### src/verilog/slla_map.svh
// constants for the transmit lane framing and alignment block
// assumes one block or frame tick per cycle at most, from the serializer side
`ifndef SLLA_MAP_SVH
`define SLLA_MAP_SVH

// index of the last block of a multiblock (32 blocks)
`define SLLA_MB_LAST_IDX 5'h1f
// multiblocks per extended multiblock, fixed at one
`define SLLA_MB_PER_EMB 1
// sync header stream bits that are always one (3, 11, 19, 21, 31)
`define SLLA_SHS_ONES 32'h8028_0808
// position of the end-of-extended-multiblock bit
`define SLLA_SHS_EOEMB_POS 5'h16
// index of the last alignment sequence multiframe (four in all)
`define SLLA_ILAS_LAST_MF 2'h3
// sync headers of a 64b/66b block
`define SLLA_HDR_ONE 2'h2
`define SLLA_HDR_ZERO 2'h1
`define SLLA_HDR_IDLE 2'h0
// pre-emphasis steps
`define SLLA_PE_STEPS 15

`endif

### src/verilog/slla_pkg.sv
// types of the transmit lane framing and alignment block
// assumes slla_map.svh on the include path
package slla_pkg;
    `include "slla_map.svh"

    typedef enum logic [2:0] {
        SLLA_OFF,
        SLLA_CGS,
        SLLA_ILAS_WAIT,
        SLLA_ILAS,
        SLLA_DATA
    } slla_state_t;

    typedef struct packed {
        slla_state_t st;
        logic [1:0] hdr;
        logic shs_bit;
        logic blk_start;
        logic emb_start;
        logic lmfc_edge;
        logic send_k;
        logic send_ilas;
        logic data_valid;
        logic [1:0] ilas_cnt;
        logic sysref_d;
        logic pwr;
        logic clkg;
        logic [`SLLA_PE_STEPS-1:0] pe;
    } slla_regs_t;
endpackage

### src/verilog/slla_pos_counter.sv
// position counter within a multiframe or multiblock
// assumes a one-cycle tick enable and a synchronous clear
module slla_pos_counter (
    // clock and reset
    input wire logic i_clk_sys,
    input wire logic i_rst_n,
    // control
    input wire logic i_clear,
    input wire logic i_tick,
    input wire logic [4:0] i_last,
    // position
    output logic [4:0] o_count
);
    logic [4:0] count_reg;
    logic [4:0] count_next;

    always_comb begin
        count_next = count_reg;
        if (i_clear) begin
            count_next = 5'h0;
        end else if (i_tick) begin
            count_next = (count_reg >= i_last) ? 5'h0 : count_reg + 5'h1;
        end
    end

    always_ff @(posedge i_clk_sys) begin
        if (!i_rst_n) begin
            count_reg <= 5'h0;
        end else begin
            count_reg <= count_next;
        end
    end

    assign o_count = count_reg;
endmodule

### src/verilog/slla_top.sv
// transmit-end lane framing: sync headers, sync header stream,
// multiframe / extended multiblock clock, link start-up sequencing
// assumes synchronous inputs and a block or frame tick from the serializer
`include "slla_map.svh"

// How it works
// - 64b/66b sends no alignment sequence
// - every 64b/66b block starts with header transition
// - pre-emphasis grows monotonically with setting
// - disabled link held reset, powered down
// - sysref resets multiframe or multiblock clock
// - this end only transmits
// - subclass 0 free-runs without sysref
// - 8b/10b sync request starts code groups, sequence
// - end-of-extended bit set on last only
// - one multiblock per extended multiblock
module slla_top (
    // clock and reset
    input wire logic i_clk_sys,
    input wire logic i_rst_n,
    // configuration
    input wire logic i_link_enable,
    input wire logic i_mode_66,
    input wire logic i_subclass1,
    input wire logic [4:0] i_k_m1,
    input wire logic [3:0] i_serializer_preemphasis_level,
    // timing and receiver request
    input wire logic i_sysref,
    input wire logic i_block_tick,
    input wire logic i_sync_n,
    // framing outputs
    output logic [1:0] o_sync_hdr,
    output logic o_shs_bit,
    output logic o_blk_start,
    output logic o_emb_start,
    output logic o_lmfc_edge,
    // sequencing outputs
    output logic o_send_k,
    output logic o_send_ilas,
    output logic o_data_valid,
    output slla_pkg::slla_state_t o_state,
    // physical layer controls
    output logic o_ser_power_on,
    output logic o_clk_gate_en,
    output logic [`SLLA_PE_STEPS-1:0] o_preemph_level
);
    import slla_pkg::*;

    slla_regs_t r_reg;
    slla_regs_t r_next;
    logic [4:0] pos;
    logic [4:0] pos_last;
    logic tick;
    logic sysref_edge;
    logic pos_clear;
    logic emb_last;
    logic stream_bit;

    assign tick = i_block_tick & i_link_enable;
    assign sysref_edge = i_sysref & ~r_reg.sysref_d & i_subclass1;
    assign pos_clear = ~i_link_enable | sysref_edge;
    assign pos_last = i_mode_66 ? `SLLA_MB_LAST_IDX : i_k_m1;
    assign emb_last = (`SLLA_MB_PER_EMB == 1);
    assign stream_bit = (((`SLLA_SHS_ONES >> pos) & 32'h0000_0001) != 32'h0000_0000)
        | ((pos == `SLLA_SHS_EOEMB_POS) & emb_last);

    slla_pos_counter u_pos (
        .i_clk_sys(i_clk_sys),
        .i_rst_n(i_rst_n),
        .i_clear(pos_clear),
        .i_tick(tick),
        .i_last(pos_last),
        .o_count(pos)
    );

    always_comb begin
        r_next = r_reg;
        r_next.blk_start = 1'b0;
        r_next.emb_start = 1'b0;
        r_next.lmfc_edge = 1'b0;
        r_next.sysref_d = i_sysref;
        r_next.pwr = i_link_enable;
        r_next.clkg = i_link_enable;
        for (int i = 0; i < `SLLA_PE_STEPS; i++) begin
            r_next.pe[i] = (4'(i) < i_serializer_preemphasis_level);
        end
        if (!i_link_enable) begin
            r_next.st = SLLA_OFF;
            r_next.hdr = `SLLA_HDR_IDLE;
            r_next.shs_bit = 1'b0;
            r_next.ilas_cnt = 2'h0;
        end else begin
            if (tick) begin
                r_next.blk_start = 1'b1;
                r_next.lmfc_edge = (pos == 5'h0);
                r_next.emb_start = i_mode_66 & (pos == 5'h0);
                r_next.shs_bit = i_mode_66 & stream_bit;
                if (i_mode_66) begin
                    r_next.hdr = stream_bit ? `SLLA_HDR_ONE : `SLLA_HDR_ZERO;
                end else begin
                    r_next.hdr = `SLLA_HDR_IDLE;
                end
            end
            case (r_reg.st)
                SLLA_OFF: begin
                    r_next.st = i_mode_66 ? SLLA_DATA : SLLA_CGS;
                end
                SLLA_CGS: begin
                    if (i_sync_n) begin
                        r_next.st = SLLA_ILAS_WAIT;
                    end
                end
                SLLA_ILAS_WAIT: begin
                    if (!i_sync_n) begin
                        r_next.st = SLLA_CGS;
                    end else if (tick && pos == 5'h0) begin
                        r_next.st = SLLA_ILAS;
                        r_next.ilas_cnt = 2'h0;
                    end
                end
                SLLA_ILAS: begin
                    if (!i_sync_n) begin
                        r_next.st = SLLA_CGS;
                    end else if (tick && pos == pos_last) begin
                        r_next.ilas_cnt = r_reg.ilas_cnt + 2'h1;
                        if (r_reg.ilas_cnt == `SLLA_ILAS_LAST_MF) begin
                            r_next.st = SLLA_DATA;
                        end
                    end
                end
                SLLA_DATA: begin
                    if (!i_mode_66 && !i_sync_n) begin
                        r_next.st = SLLA_CGS;
                    end
                end
                default: begin
                    r_next.st = SLLA_OFF;
                end
            endcase
        end
        r_next.send_k = (r_next.st == SLLA_CGS) || (r_next.st == SLLA_ILAS_WAIT);
        r_next.send_ilas = (r_next.st == SLLA_ILAS);
        r_next.data_valid = (r_next.st == SLLA_DATA);
    end

    always_ff @(posedge i_clk_sys) begin
        if (!i_rst_n) begin
            r_reg <= '0;
        end else begin
            r_reg <= r_next;
        end
    end

    assign o_sync_hdr = r_reg.hdr;
    assign o_shs_bit = r_reg.shs_bit;
    assign o_blk_start = r_reg.blk_start;
    assign o_emb_start = r_reg.emb_start;
    assign o_lmfc_edge = r_reg.lmfc_edge;
    assign o_send_k = r_reg.send_k;
    assign o_send_ilas = r_reg.send_ilas;
    assign o_data_valid = r_reg.data_valid;
    assign o_state = r_reg.st;
    assign o_ser_power_on = r_reg.pwr;
    assign o_clk_gate_en = r_reg.clkg;
    assign o_preemph_level = r_reg.pe;
endmodule
### config.mk
export PLATFORM = sky130hd
export DESIGN_NAME = slla_top
export DESIGN_NICKNAME = d
export VERILOG_FILES = /design/src/verilog/slla_pkg.sv /design/src/verilog/slla_pos_counter.sv /design/src/verilog/slla_top.sv
export VERILOG_INCLUDE_DIRS = /design/src /design/src/verilog
export SDC_FILE = /design/constraint.sdc
export NUM_CORES = 1
export LEC_CHECK = 0
export BUFFER_PORTS_ARGS = -buffer_cell sky130_fd_sc_hd__buf_4
export CORE_UTILIZATION = 57
export DETAILED_ROUTE_END_ITERATION = 12
export PLACE_DENSITY = 0.87
export SYNTH_ARGS = -nofsm -noshare
export SYNTH_HDL_FRONTEND = slang
export SYNTH_HIERARCHICAL = 1
export SYNTH_SLANG_ARGS = --single-unit
### constraint.sdc
create_clock -name i_clk_sys -period 3.73 [get_ports i_clk_sys]
set_input_delay 0.746 -clock i_clk_sys [delete_from_list [all_inputs] [get_ports i_clk_sys]]
set_output_delay 0.746 -clock i_clk_sys [all_outputs]
set_load 0.05 [all_outputs]
==> results.ini <==
[sta]
max_slew_margin_pct = 62.1
rsz0062_at_grt = false
setup_violations = 0
final.min_clock_period_ps = 2040
slew_violations = 0
fin_setup_tns_ps = 0
fmax_mhz = 489
hold_viol_final = 0
tightest_slew_ps = 563
finalCritPeriodShare_pct = 54.8
clock_skew_ps = 11.1

[clock_tree]
cts_buffers = 5
tritoncts = done
postCtsSetupBuffers = 0
clk_latency_ps = 340
clock-sinks = 35
clk_path_buf_depth = 2
htreeDepth = 2
cts_resized = 0
holdBufCountCts = 0
root_buffer = clkbuf_4
clkSlewWorstSetupHoldPaths_ps = 110

[critical_path]
crit_type = input pin to register
arrival_ps = 2290
cpPeakStageDelay_ps = 320
worst_path_dominant_cell_family = compound AO/OA/AOI/OAI gates
path_cells = buf_4, or2_1, o31ai_1, o32a_4, a41oi_2, nor3b_2, o211a_1
timing.critical_path.to_type = register
start_kind = input pin
r2r_start = u_pos/o_count[2]
cp_num_buf_inv = 1
path_max_fanout = 17
startpoint = i_mode_66
worstPathRequired_ps = 3980
cp_slowest_cell = o31ai_1

[detailed_routing]
drc = 0
ant_nets = 0
wl_um = 3520
dr.pass1.iters = 4
vias_per_cell = 5.29
drt_iter0_markers = 41
num_vias = 1519
wl_per_cell_um = 12.3

[synth]
syn_area_um2 = 1910
synth_xor_area_share_pct = 2.75
ys_ff_latch = 35
synth-simple-area-share_pct = 24.1
synth_top_family_by_area = simple AND/OR/NAND/NOR gates
ys.flop_type = dfxtp_1
synthesis.instances = 219
synth-seq-area-share_pct = 36.7
synth.distinct_cells = 52
syn_avg_cell_area_um2 = 8.71
synth_edf_count = 0
synth-compound-area-share_pct = 17.2
yosys_warnings = 6
async_flop_share_pct = 0
synthMuxAreaShare_pct = 1.05
syn_nets = 243
yosys.area_share.adder_pct = 4.59

[power]
p_per_area_nw_per_um2 = 378
p_int_mw = 0.583
clockPowerShare_pct = 33.1
peakVddDrop_v = 0.000250
p_sw_share_pct = 28.9
leakage_nw = 1.01
switchingPower_mw = 0.237
combPwrFrac_pct = 18.4
seqPwrFrac_pct = 48.5

[grt]
grt_pass1_wl_um = 6050
grt_max_degree = 18
track_usage_pct = 22.3
grt_pass1_vias = 1369
antenna_found_initial = 0
grt_overflow_total = 0

[die]
ioPinCount = 46
chipWidth_um = 59.9
core_area_um2 = 3100
die-area_um2 = 3580
floorplan.initialDensity_pct = 61.5
die_h_um = 59.9
fp-row-count = 20

[outcome]
status = finished clean

[final_layout]
antennaDiodeCount = 0
drive_above_1_share_pct = 29.2
nets = 266
design_area_um2 = 2170
largest_register_ffs = 15
area_growth_pct = 13.8

[hold_path]
worstHoldStart = o_sync_hdr[0]
hp-class = register to register

[placed_design]
io_buffers = 45
place_area_um2 = 2090
dp_hpwl_um = 2720
gp_congestion = 0.784

[flow_run]
maxCapViolCount = 0

-- final cells by class --
cell class                      count  area, um2
Multi-Input combinational cell    142        947
Tap cell                           44       55.1
Inverter                           13       48.8
Fill cell                         274        932
Clock buffer                        5       37.5
Timing Repair Buffer               45        338
Sequential cell                    35        701
Clock inverter                      3       43.8
-- tightest hold or removal path, cell delays in order, from the launching register on --
cell and delay [ps]:
dfxtp_1 320, nand2_1 50, a21oi_1 50
-- layout by cell type, fill, tap and decap left out, types with 2 or more instances in the layout --
| cell type | netlist | final |
|---|---|---|
| buf_4 | 22 | 45 |
| dfxtp_1 | 35 | 35 |
| nand2_1 | 22 | 22 |
| nor2_1 | 14 | 14 |
| inv_1 | 12 | 12 |
| a21oi_1 | 11 | 11 |
| o21ai_0 | 10 | 10 |
| nand3_1 | 8 | 8 |
| ha_1 | 7 | 7 |
| and3_1 | 6 | 6 |
| xor2_1 | 5 | 5 |
| clkbuf_4 | 1 | 5 |
| or2_1 | 4 | 4 |
| a21oi_2 | 4 | 4 |
| and2_1 | 4 | 4 |
| nor3_1 | 3 | 3 |
| o21ai_1 | 2 | 2 |
| or3_1 | 2 | 2 |
| o211ai_1 | 2 | 2 |
| a31oi_1 | 2 | 2 |
| nand2b_1 | 2 | 2 |
| a41oi_2 | 2 | 2 |
| nor3b_1 | 2 | 2 |
| nand3b_1 | 2 | 2 |
| nor2b_1 | 2 | 2 |
| nor3b_2 | 2 | 2 |
| mux2i_1 | 2 | 2 |
| nand4_1 | 2 | 2 |
-- cells in the mapped netlist, types with 3 or more instances --
master	instances	area, um2
inv_1	12	45.0
ha_1	7	87.6
nor3_1	3	15.0
o21ai_0	10	50.1
nand2_1	22	82.6
nand3_1	8	40.0
buf_4	22	165
a21oi_1	11	55.1
and2_1	4	25.0
clkbuf_1	3	11.3
and3_1	6	37.5
or2_1	4	25.0
dfxtp_1	35	701
nor2_1	14	52.6
a21oi_2	4	35.0
xor2_1	5	43.8
-- stage by stage --
stage / total power [mW] / worst slack [ps] / hold WS [ps] / instances / util [%]
floorplan: 0.523 / 1680 / 431 / 219 / -
global placement: 0.554 / 1450 / 444 / 279 / 67.3
detailed placement: 0.557 / 1310 / 454 / 279 / 67.3
CTS: 0.823 / 1680 / 468 / 287 / 70.0
global route: 0.855 / 1610 / 486 / 287 / 70.0
finish: 0.820 / 1690 / 462 / 287 / 70.0
-- logic make-up after synthesis --
logic type | count (synthesis)
simple gates | 84
compound gates | 43
buf+inv | 42
flops | 35
fa+ha+maj | 7
xor+xnor | 6
mux | 2
-- final timing paths --
check        depth (start not counted)  slack [ps]       endpoint
max                                  7        1690       o_send_k
min                                  2         460  o_sync_hdr[0]
max reg2reg                          6        1830       o_send_k
min reg2reg                          2         460  o_sync_hdr[0]
-- power by group through the flow --
stage               registers (mW)  clock network [mW]  logic (mW)
global route                 0.400               0.292       0.163
floorplan                    0.412                   0       0.111
detailed placement           0.406                   0       0.151
finish                       0.398               0.271       0.151
CTS                          0.398               0.274       0.151
global placement             0.406                   0       0.148
-- metal layers --
| metal | vias up | global-route usage (%) | share of wire [%] |
|---|---|---|---|
| met4 | 0 | 7.31 | 0.99 |
| met5 | - | 0 | 0 |
| met1 | 688 | 29.0 | 45 |
| met2 | 49 | 35.2 | 48 |
| met3 | 5 | 6.71 | 5.6 |
| li1 | 777 | - | - |
(Power assumes the default switching activity.)
